### config.mk
export PLATFORM = sky130hd
export DESIGN_NAME = pcbf_config_header
export DESIGN_NICKNAME = d
export VERILOG_FILES = /design/src/verilog/pcbf_pkg.sv /design/src/verilog/pcbf_status_flags.sv /design/src/verilog/pcbf_config_header.sv
export SDC_FILE = /design/constraint.sdc
export NUM_CORES = 1
export LEC_CHECK = 0
export BUFFER_PORTS_ARGS = -buffer_cell sky130_fd_sc_hd__buf_4
export CAP_MARGIN = 15
export CORE_ASPECT_RATIO = 1.75
export CORE_MARGIN = 3
export CORE_UTILIZATION = 30
export CTS_CLUSTER_DIAMETER = 50
export DETAILED_ROUTE_END_ITERATION = 12
export SLEW_MARGIN = 0
export SYNTH_ARGS = -nofsm -noshare
export SYNTH_HDL_FRONTEND = slang
export SYNTH_SLANG_ARGS = --single-unit
### constraint.sdc
create_clock -name mclk -period 1.9 [get_ports mclk]
set_input_delay 0.285 -clock mclk [delete_from_list [all_inputs] [get_ports mclk]]
set_output_delay 0.285 -clock mclk [all_outputs]
set_load 0.02 [all_outputs]
### src/verilog/pcbf_pkg.sv
// Constants and state types of the bridge function configuration header
package pcbf_pkg;

    // ==========================================================
    // Register byte offsets in configuration space
    localparam logic [11:0] PCBF_ID_OFS        = 12'h100;
    localparam logic [11:0] PCBF_CMDSTAT_OFS   = 12'h104;
    localparam logic [11:0] PCBF_REVCLASS_OFS  = 12'h108;
    localparam logic [11:0] PCBF_HDRTYPE_OFS   = 12'h10C;

    // ==========================================================
    // Command half-word field positions and reset value
    localparam int          PCBF_CMD_MEM_BIT   = 1;
    localparam int          PCBF_CMD_PAR_BIT   = 6;
    localparam int          PCBF_CMD_SERR_BIT  = 8;
    localparam logic        PCBF_CMD_RST       = 1'b0;

    // ==========================================================
    // Status half-word field positions (bit of the full word)
    localparam int          PCBF_STAT_TARGET_ABORT_SIGNALED_BIT = 27;
    localparam int          PCBF_STAT_SERR_BIT = 30;
    localparam int          PCBF_STAT_PERR_BIT = 31;
    // Fixed status: fast back-to-back target (23), timing 01b (26:25)
    localparam logic [15:0] PCBF_STAT_FIXED    = 16'h0280;

    // ==========================================================
    // Sticky status flags held by the flag module
    localparam int          PCBF_FLAG_NUM      = 3;
    localparam int          PCBF_FLAG_TARGET_ABORT_SIGNALED     = 0;
    localparam int          PCBF_FLAG_SERR     = 1;
    localparam int          PCBF_FLAG_PERR     = 2;
    localparam logic [2:0]  PCBF_FLAG_RST      = 3'h0;

    // ==========================================================
    // Fixed class and header fields
    localparam logic [7:0]  PCBF_CLASS_IFACE   = 8'h00;
    localparam logic [7:0]  PCBF_CLASS_SUB     = 8'h80;
    localparam logic [7:0]  PCBF_CLASS_BASE    = 8'h06;
    localparam logic [7:0]  PCBF_CACHE_LINE    = 8'h00;
    localparam logic [7:0]  PCBF_LAT_TIMER     = 8'h00;
    localparam logic [7:0]  PCBF_HDR_TYPE      = 8'h80;
    localparam logic [7:0]  PCBF_BIST          = 8'h00;
    localparam logic [31:0] PCBF_RDATA_RST     = 32'h0000_0000;

    // ==========================================================
    // State types
    typedef struct packed {
        logic [PCBF_FLAG_NUM-1:0] flags;
    } pcbf_flag_state_type;

    typedef struct packed {
        logic        mem_en;
        logic        par_en;
        logic        serr_en;
        logic        arb_meta;
        logic        arb_sync;
        logic        own_meta;
        logic        own_sync;
        logic        cfg_ack;
        logic [31:0] cfg_rdata;
        logic        mem_accept;
        logic        mem_ignore;
        logic        mem_abort;
        logic        io_claim;
        logic        perr_report;
        logic        serr_oe;
        logic        serr_out_n;
    } pcbf_top_state_type;

endpackage

### src/verilog/pcbf_status_flags.sv
// Sticky status flags, cleared by writing one, set wins over clear
`timescale 1ns/1ps

module pcbf_status_flags
    import pcbf_pkg::*;
(
    input  wire logic                     mclk,
    input  wire logic                     rst,
    input  wire logic [PCBF_FLAG_NUM-1:0] flag_set,
    input  wire logic [PCBF_FLAG_NUM-1:0] flag_clr,
    output logic      [PCBF_FLAG_NUM-1:0] flags
);

    pcbf_flag_state_type st_r;
    pcbf_flag_state_type st_nxt;

    // ==========================================================
    // Per-flag next value
    genvar gi;
    generate
        for (gi = 0; gi < PCBF_FLAG_NUM; gi = gi + 1) begin : g_flag
            // An event in the clearing cycle keeps the flag set
            assign st_nxt.flags[gi] = flag_set[gi] |
                                      (st_r.flags[gi] & ~flag_clr[gi]);
        end
    endgenerate

    // ==========================================================
    // State register
    always_ff @(posedge mclk) begin
        if (rst) begin
            st_r.flags <= PCBF_FLAG_RST;
        end else begin
            st_r <= st_nxt;
        end
    end

    assign flags = st_r.flags;

endmodule // pcbf_status_flags

### src/verilog/pcbf_config_header.sv
// Configuration header of the local bus bridge function
//
// How it works
// - All command bits zero disconnects non-config accesses
// - Status reads plain; writing one clears a flag
// - I/O response bit reads zero, never claimed
// - Memory enable bit gates local bus window
// - Reset clears memory, parity and error enables
// - Master-related command bits read zero, unwritable
// - Parity enable bit decides acting on errors
// - Error enable bit allows driving error pin
// - Reserved command and status bits read zero
// - 66 MHz and user-feature bits read zero
// - Fast back-to-back target bit reads one
// - Master-only status flags always read zero
// - Select timing bits read fixed 01b
// - Target abort flag set on enabled memory access when bus unowned in arbitration mode
// - System error flag set even when disabled
// - Parity error flag set on detected error
// - Identification returns fixed vendor, device codes
// - Revision code and zero class interface
// - Subclass 80h and base class 06h
// - Header type 80h, cache and self-test zero
`timescale 1ns/1ps

module pcbf_config_header
    import pcbf_pkg::*;
#(
    // Arbitrary identification values
    parameter logic [15:0] VENDOR_CODE   = 16'hA5C3,
    parameter logic [15:0] DEVICE_CODE   = 16'h5A17,
    parameter logic [7:0]  REVISION_CODE = 8'h01
)(
    input  wire logic        mclk,
    input  wire logic        rst,
    input  wire logic        cfg_req,
    input  wire logic        cfg_write,
    input  wire logic [11:0] cfg_addr,
    input  wire logic [3:0]  cfg_be,
    input  wire logic [31:0] cfg_wdata,
    output logic             cfg_ack,
    output logic      [31:0] cfg_rdata,
    input  wire logic        mem_req,
    output logic             mem_accept,
    output logic             mem_ignore,
    output logic             mem_target_abort,
    output logic             io_claim,
    input  wire logic        lb_arb_mode_pin,
    input  wire logic        lb_owned_pin,
    input  wire logic        parity_err_det,
    output logic             parity_err_report,
    input  wire logic        serr_event,
    output logic             system_error_pin_n_out,
    output logic             system_error_pin_oe,
    output logic             memory_space_enable,
    output logic             parity_response_enable,
    output logic             system_error_output_enable
);

    // ==========================================================
    // State and combinational helpers
    pcbf_top_state_type       st_r;
    pcbf_top_state_type       st_nxt;
    logic [PCBF_FLAG_NUM-1:0] flag_set;
    logic [PCBF_FLAG_NUM-1:0] flag_clr;
    logic [PCBF_FLAG_NUM-1:0] flags;
    logic [15:0]              cmd_word;
    logic [15:0]              stat_word;
    logic [31:0]              rd_word;
    logic                     connected;
    logic                     cmdstat_wr;

    // ==========================================================
    // Sticky status flags
    pcbf_status_flags u_flags (
        .mclk     (mclk),
        .rst      (rst),
        .flag_set (flag_set),
        .flag_clr (flag_clr),
        .flags    (flags)
    );

    // ==========================================================
    // Command and status read images
    always_comb begin
        // Only the three enables are backed by storage
        cmd_word = 16'h0000;
        cmd_word[PCBF_CMD_MEM_BIT]  = st_r.mem_en;
        cmd_word[PCBF_CMD_PAR_BIT]  = st_r.par_en;
        cmd_word[PCBF_CMD_SERR_BIT] = st_r.serr_en;
        // Bits 10 to 15 stay zero
    end

    always_comb begin
        // Fixed capability pattern
        stat_word = PCBF_STAT_FIXED;
        // Master-only flags 24, 28, 29 never set
        stat_word[PCBF_STAT_TARGET_ABORT_SIGNALED_BIT-16] = flags[PCBF_FLAG_TARGET_ABORT_SIGNALED];
        stat_word[PCBF_STAT_SERR_BIT-16] = flags[PCBF_FLAG_SERR];
        stat_word[PCBF_STAT_PERR_BIT-16] = flags[PCBF_FLAG_PERR];
        // Bits 16 to 20 stay zero
    end

    // ==========================================================
    // Read decode
    always_comb begin
        rd_word = PCBF_RDATA_RST;
        if (cfg_addr == PCBF_ID_OFS) begin
            rd_word = {DEVICE_CODE, VENDOR_CODE};
        end else if (cfg_addr == PCBF_CMDSTAT_OFS) begin
            rd_word = {stat_word, cmd_word};
        end else if (cfg_addr == PCBF_REVCLASS_OFS) begin
            rd_word = {PCBF_CLASS_BASE, PCBF_CLASS_SUB,
                       PCBF_CLASS_IFACE, REVISION_CODE};
        end else if (cfg_addr == PCBF_HDRTYPE_OFS) begin
            rd_word = {PCBF_BIST, PCBF_HDR_TYPE,
                       PCBF_LAT_TIMER, PCBF_CACHE_LINE};
        end else begin
            rd_word = PCBF_RDATA_RST;
        end
    end

    // ==========================================================
    // Next state
    always_comb begin
        st_nxt    = st_r;
        flag_set  = '0;
        flag_clr  = '0;

        // Two-stage synchronisers for local bus pins
        st_nxt.arb_meta = lb_arb_mode_pin;
        st_nxt.arb_sync = st_r.arb_meta;
        st_nxt.own_meta = lb_owned_pin;
        st_nxt.own_sync = st_r.own_meta;

        // Logically detached while every command bit is zero
        connected = st_r.mem_en | st_r.par_en | st_r.serr_en;

        // Configuration access: always answered, one cycle later
        st_nxt.cfg_ack   = cfg_req;
        st_nxt.cfg_rdata = PCBF_RDATA_RST;
        if (cfg_req && !cfg_write) begin
            st_nxt.cfg_rdata = rd_word;
        end

        cmdstat_wr = cfg_req && cfg_write &&
                     (cfg_addr == PCBF_CMDSTAT_OFS);
        // Other writes are acknowledged and discarded
        if (cmdstat_wr) begin
            if (cfg_be[0]) begin
                st_nxt.mem_en = cfg_wdata[PCBF_CMD_MEM_BIT];
                st_nxt.par_en = cfg_wdata[PCBF_CMD_PAR_BIT];
            end
            if (cfg_be[1]) begin
                st_nxt.serr_en = cfg_wdata[PCBF_CMD_SERR_BIT];
            end
            if (cfg_be[3]) begin
                // Write one to clear
                flag_clr[PCBF_FLAG_TARGET_ABORT_SIGNALED] =
                    cfg_wdata[PCBF_STAT_TARGET_ABORT_SIGNALED_BIT];
                flag_clr[PCBF_FLAG_SERR] =
                    cfg_wdata[PCBF_STAT_SERR_BIT];
                flag_clr[PCBF_FLAG_PERR] =
                    cfg_wdata[PCBF_STAT_PERR_BIT];
            end
        end

        // Memory window access
        st_nxt.mem_accept = 1'b0;
        st_nxt.mem_ignore = 1'b0;
        st_nxt.mem_abort  = 1'b0;
        if (mem_req) begin
            if (!connected || !st_r.mem_en) begin
                st_nxt.mem_ignore = 1'b1;
            end else if (st_r.arb_sync && !st_r.own_sync) begin
                // Arbitration mode and bus not held by host
                st_nxt.mem_abort = 1'b1;
                flag_set[PCBF_FLAG_TARGET_ABORT_SIGNALED] = 1'b1;
            end else begin
                st_nxt.mem_accept = 1'b1;
            end
        end

        // I/O space is never claimed
        st_nxt.io_claim = 1'b0;

        // Parity errors always flagged, acted on only when enabled
        flag_set[PCBF_FLAG_PERR] = parity_err_det;
        st_nxt.perr_report = parity_err_det & st_r.par_en;

        // System error flagged even with the pin disabled
        flag_set[PCBF_FLAG_SERR] = serr_event;
        st_nxt.serr_oe    = serr_event & st_r.serr_en;
        st_nxt.serr_out_n = ~(serr_event & st_r.serr_en);
    end

    // ==========================================================
    // State register
    always_ff @(posedge mclk) begin
        if (rst) begin
            st_r.mem_en      <= PCBF_CMD_RST;
            st_r.par_en      <= PCBF_CMD_RST;
            st_r.serr_en     <= PCBF_CMD_RST;
            st_r.arb_meta    <= 1'b0;
            st_r.arb_sync    <= 1'b0;
            st_r.own_meta    <= 1'b0;
            st_r.own_sync    <= 1'b0;
            st_r.cfg_ack     <= 1'b0;
            st_r.cfg_rdata   <= PCBF_RDATA_RST;
            st_r.mem_accept  <= 1'b0;
            st_r.mem_ignore  <= 1'b0;
            st_r.mem_abort   <= 1'b0;
            st_r.io_claim    <= 1'b0;
            st_r.perr_report <= 1'b0;
            st_r.serr_oe     <= 1'b0;
            st_r.serr_out_n  <= 1'b1;
        end else begin
            st_r <= st_nxt;
        end
    end

    // ==========================================================
    // Outputs
    assign cfg_ack                    = st_r.cfg_ack;
    assign cfg_rdata                  = st_r.cfg_rdata;
    assign mem_accept                 = st_r.mem_accept;
    assign mem_ignore                 = st_r.mem_ignore;
    assign mem_target_abort           = st_r.mem_abort;
    assign io_claim                   = st_r.io_claim;
    assign parity_err_report          = st_r.perr_report;
    assign system_error_pin_n_out     = st_r.serr_out_n;
    assign system_error_pin_oe        = st_r.serr_oe;
    assign memory_space_enable        = st_r.mem_en;
    assign parity_response_enable     = st_r.par_en;
    assign system_error_output_enable = st_r.serr_en;

endmodule // pcbf_config_header

## Yosys cells after proc, flatten, opt, wreduce, memory -nomap -nowiden

Index checks and enable logic that the tools add are counted.
W data, S select, Z words.

| word-level totals | value |
|---|---|
| flip-flop bits (word level) | 50 |
| input port bits | 57 |
| output and inout bits | 43 |
| logic and storage cells | 68 |

| operators by class | value |
|---|---|
| equal/unequal tests | 4 |
| muxes and demuxes | 11 |
| bitwise operators | 16 |
| reductions and logical operators | 17 |

Operator list:

| cell | count |
|---|---|
| $mux W32 | 2 |
| $eq A12 B9 Y1 const B | 4 |
| $mux W27 | 1 |
| $mux W24 | 1 |
| $mux W3 | 2 |
| $not A1 Y1 | 6 |
| $reduce_or A3 Y1 | 2 |
| $and A1 B1 Y1 | 5 |
| $mux W1 | 5 |
| $or A1 B1 Y1 | 5 |
| $reduce_or A5 Y1 | 1 |
| $logic_and A1 B1 Y1 | 4 |
| $logic_not A1 Y1 | 4 |
| $reduce_and A2 Y1 | 2 |
| $reduce_or A2 Y1 | 2 |
| $reduce_or A4 Y1 | 1 |
| $logic_or A1 B1 Y1 | 1 |

## Depth between registers and ports, before layout

| depth | value |
|---|---|
| word-level depth | 7 |
| mapped depth | 4 |
| depth with buffers taken out | 3 |

## Hierarchy

A second synthesis with hierarchy kept.

| unflattened totals | value |
|---|---|
| cells, all modules | 137 |
| area total of the unflattened synthesis | 1,347.5 sq um |

By module, submodules not included:

| module | times used | cells an instance | area each (sq um) | sequential area each (sq um) |
|---|---|---|---|---|
| pcbf_config_header | 1 | 125 | 1,242.4 | 500.5 |
| pcbf_status_flags | 1 | 12 | 105.1 | 60.1 |

## Worst setup path before layout

No wires, ideal clock.

| path | value |
|---|---|
| path kind | input-to-reg |
| start | input cfg_addr[5] |
| end | register st_r (netlist bit system_error_output_enable) |
| library setup time | 123 ps |
| arrival time | 1,462 ps |
| data required time | 1,777 ps |
| path slack | 315 ps |
| stages on the path | 3 |
| buffers on the path | 0 |
| cell sequence | or4_4 nor4_2 mux2_1 |

| on the way | value |
|---|---|
| word-level cells in the longest chain between the ends | 3 |

Ends and longest elaborated chain:

| element | RTL line | source |
|---|---|---|
| from (decl) | pcbf_config_header.sv:38 | `input wire logic [11:0] cfg_addr,` |
| $eq A12 B9 Y1 | pcbf_config_header.sv:147 | `(cfg_addr == PCBF_CMDSTAT_OFS);` |
| $logic_and A1 B1 Y1 | pcbf_config_header.sv:146 | `cmdstat_wr = cfg_req && cfg_write &&` |
| $reduce_and A2 Y1 (no source line) | n/a |  |
| to (signal assigned) | pcbf_config_header.sv:218 | `st_r <= st_nxt;` |
| to (decl) | pcbf_config_header.sv:62 | `pcbf_top_state_type st_r;` |

Every way passes these cells.
A chain may end at the register's enable or synchronous reset.

## Final worst setup path

Same ends and word-level chain as after synthesis.

==> summary.md <==
| Metric | Value |
|---|---|
| Fmax | `between 600 and 700 MHz` |
| Die height | `~94 um` |
| Nets@finish | `224` |
| Avg Cell Area, Syn | `around 10 um^2` |
| Area of the multi-input gates | `between 500 and 600 um^2` |
| Crit path required time | `2.06 ns` |
| CP Capture Type | `flip-flop` |
| Dominant synthesized flop cell | `dfxtp_1` |
| Top post-synthesis cells by count | `buf_4 (33), dfxtp_1 (28), nor2b_1 (10)` |
| Post-synth EDFFs | `0` |
| Status | `finished, final reports clean` |
| Setup TNS | `0 ns` |
| # clock sinks | `28` |
| Cts repair resizes | `0` |
| Most instantiated library cell after synthesis | `buf_4` |
| Hold-fix buffers, CTS | `0` |
| Number of global-route vias before repair | `between 800 and 900` |
| PwrDens | `between 700 and 800 nW/um^2` |
| Fraction of layout cells with a size suffix above 1 | `between 40% and 50%` |
| Critical Path Source | `cfg_addr[5]` |
| CP startpoint kind | `input pin` |
| RSZ-0062 raised after global routing | `false` |
| Worst reg-to-reg path cell count | `3` |
| Power after layout | `1.18 mW` |
| Slew @ Worst Pin | `0.558 ns` |
| Detailed router's first-iteration violation count | `8` |
| FF+latch count, synth | `28` |
| Vias | `894` |
| Slew HR | `between 60% and 70%` |
| Initial Util | `a little under a third` |
| Top cell type's share of synthesized area | `42.5%` |
| Largest net degree at the start of global routing | `18` |
| DR vias/cell | `4.16` |
| Tcrit/Tclk final | `slightly below 80%` |
| Worst r2r src | `memory_space_enable` |
| DIE WIDTH | `about 56 um` |
| Die area | `~5300 um^2` |
| Reg-to-Reg End | `u_flags.flags[0]` |
| Layout Skew | `roughly 0.0064 ns` |
| CTS Buffer Depth | `2` |
| Slew Limit Fails | `0` |
| Worst vdd ir | `about 0.38 mV` |
| Fin cells | `215` |
| Sequential cell area | `roughly 560 um^2` |
| Hold_ws | `about 0.20 ns` |
| Area Growth Syn to Fin | `26.8%` |
| Grt ovf | `0` |
| Setup Fix Bufs, Post-CTS | `0` |
| # DRC | `0` |
| Pre-antenna DRT Iters | `2` |
| Hold Path Class | `in2reg` |
| DP HPWL | `between 2 and 2.5 mm` |
| Final worst slack | `~0.42 ns` |
| Clock latency at the later pin of the worst-skew pair | `about 0.27 ns` |
| Number of core rows | `31` |
| Clock edge transition at the registers on the reported setup and hold paths | `around 0.090 ns` |
| Num CTS Buffers | `3` |
| WL/cell | `approximately 11 um` |
| Fillers | `around 420` |
| Final setup viols | `0` |
| Area contributors post-synth | `dfxtp_1 (43%), buf_4 (19%), nor2b_1 (4.7%), nor3_2 (4.6%), or3b_2 (2.0%)` |
| Drt total wl | `2.40 mm` |
| Max-Cap Viols | `0` |
| Arr. time, crit path | `1.63 ns` |
| Mapped cell area | `around 1300 um^2` |
| Lkg Pwr | `roughly 0.8 nW` |
| # placed instances | `211` |
| First-pass GRT wire length | `~3.7 mm` |
| Yosys warning count | `0` |
| Htree depth | `1` |
| Placement Setup Slack | `approximately 0.11 ns` |
| Final min period | `between 1 and 1.5 ns` |
| Final Hold Violating Endpoints | `0` |
| Overall Global Routing Usage | `under 10%` |
| Crit Path Max Fanout | `4` |
| ANT nets after route | `0` |
| Seq/Total Area, Yosys | `between 40% and 50%` |
| I/O pin cnt | `100` |
| Synth cell types | `30` |
| CORE AREA | `roughly 4200 um^2` |
| Type of the worst setup path | `in2reg` |
| Critical path destination | `system_error_output_enable` |
| Initial antenna violation count | `0` |
| CTS root buf | `clkbuf_8` |
| Cell taking the most area after synthesis | `dfxtp_1` |
| Gpl congestion | `approximately 0.74` |
| Port bufs | `58` |
| Asr flop ratio synth | `0%` |
| CTS tree | `built` |
| Diodes inserted | `0` |
| R2r setup slk | `slightly below 0.9 ns` |
| Post-Synthesis Cells | `roughly 130` |
[flip-flops by register name, summed over array words and instances, names as in the netlist]
| register | flops |
|---|---|
| st_r | 2 |
| system_error_pin_oe | 1 |
| system_error_output_enable | 1 |
| mem_target_abort | 1 |
| parity_err_report | 1 |
| cfg_ack | 1 |
| mem_ignore | 1 |
| mem_accept | 1 |
| system_error_pin_n_out | 1 |
| cfg_rdata | 11 |
| memory_space_enable | 1 |
| st_nxt | 2 |
| parity_response_enable | 1 |
| u_flags.flags | 3 |
[area by class of cell]
| cell class | count | area share (%) |
|---|---|---|
| tap | 49 | 3.66 |
| timing repair buffer | 59 | 26.5 |
| clock inverter | 1 | 1.80 |
| multi-input combinational | 71 | 31.2 |
| sequential | 28 | 33.5 |
| inverter | 4 | 0.898 |
| clock buffer | 3 | 2.47 |
[layout by cell type, fill, tap and decap left out, drive strengths merged, types with 2 or more instances in the layout]
master  instances
or3b            3
clkbuf          3
mux2i           2
dfxtp          28
buf            59
nand2b          4
a31oi           3
o21bai          2
nor4            3
nor3b           4
nor2            6
and2b           2
inv             4
conb           14
nand4b          3
nor2b          10
nand2           2
nor3            6
[metal layers]
metal / track usage, % / share of wire (%) / vias to the layer above
li1: - / - / 449
met1: 9.18 / 35 / 391
met2: 16.5 / 53 / 52
met3: 1.93 / 9.6 / 2
met4: 4.75 / 1.6 / 0
met5: 0 / 0 / -
[where the power goes]
| part | leakage (nW) | switching (mW) | internal, mW |
|---|---|---|---|
| logic | 0.524 | 0.0664 | 0.0606 |
| registers | 0.228 | 0.00300 | 0.596 |
| clock network | 0.0357 | 0.171 | 0.282 |
[per-stage QoR]
stage / cell area (um^2) / utilization (%)
floorplan: 1370 / -
global placement: 1600 / 38.2
detailed placement: 1600 / 38.2
CTS: 1670 / 39.9
global route: 1670 / 39.9
finish: 1670 / 39.9
[cell families (layout without fill, tap and decap cells)]
group                  count (synthesis)  in the layout  synth area share [%]
and+or+nand+nor                       46             46                  29.1
buffers and inverters                 41             67                  21.6
DFF                                   28             28                  42.5
AOI/OAI and AO/OA                      8              8                  4.08
muxes                                  3              3                  2.37
other                                  1             14                 0.284
[worst max-delay path: stages]
cell and delay, ns:
buf_4 0.11, or4_4 0.57, nor4_2 0.32, mux2_1 0.34
[worst min-delay path by stage]
| stage | slack, ns | to | from | cells past startpoint |
|---|---|---|---|---|
| floorplan | 0.37 | system_error_pin_n_out | serr_event | 1 |
| global placement | 0.42 | st_r[40] | st_nxt[40] | 1 |
| detailed placement | 0.43 | st_r[42] | st_nxt[42] | 1 |
| CTS | 0.19 | u_flags.flags[2] | cfg_wdata[31] | 2 |
| global route | 0.19 | u_flags.flags[2] | cfg_wdata[31] | 2 |
| finish | 0.20 | u_flags.flags[0] | cfg_wdata[27] | 2 |
Note: power is estimated with default switching activity, not from simulation.
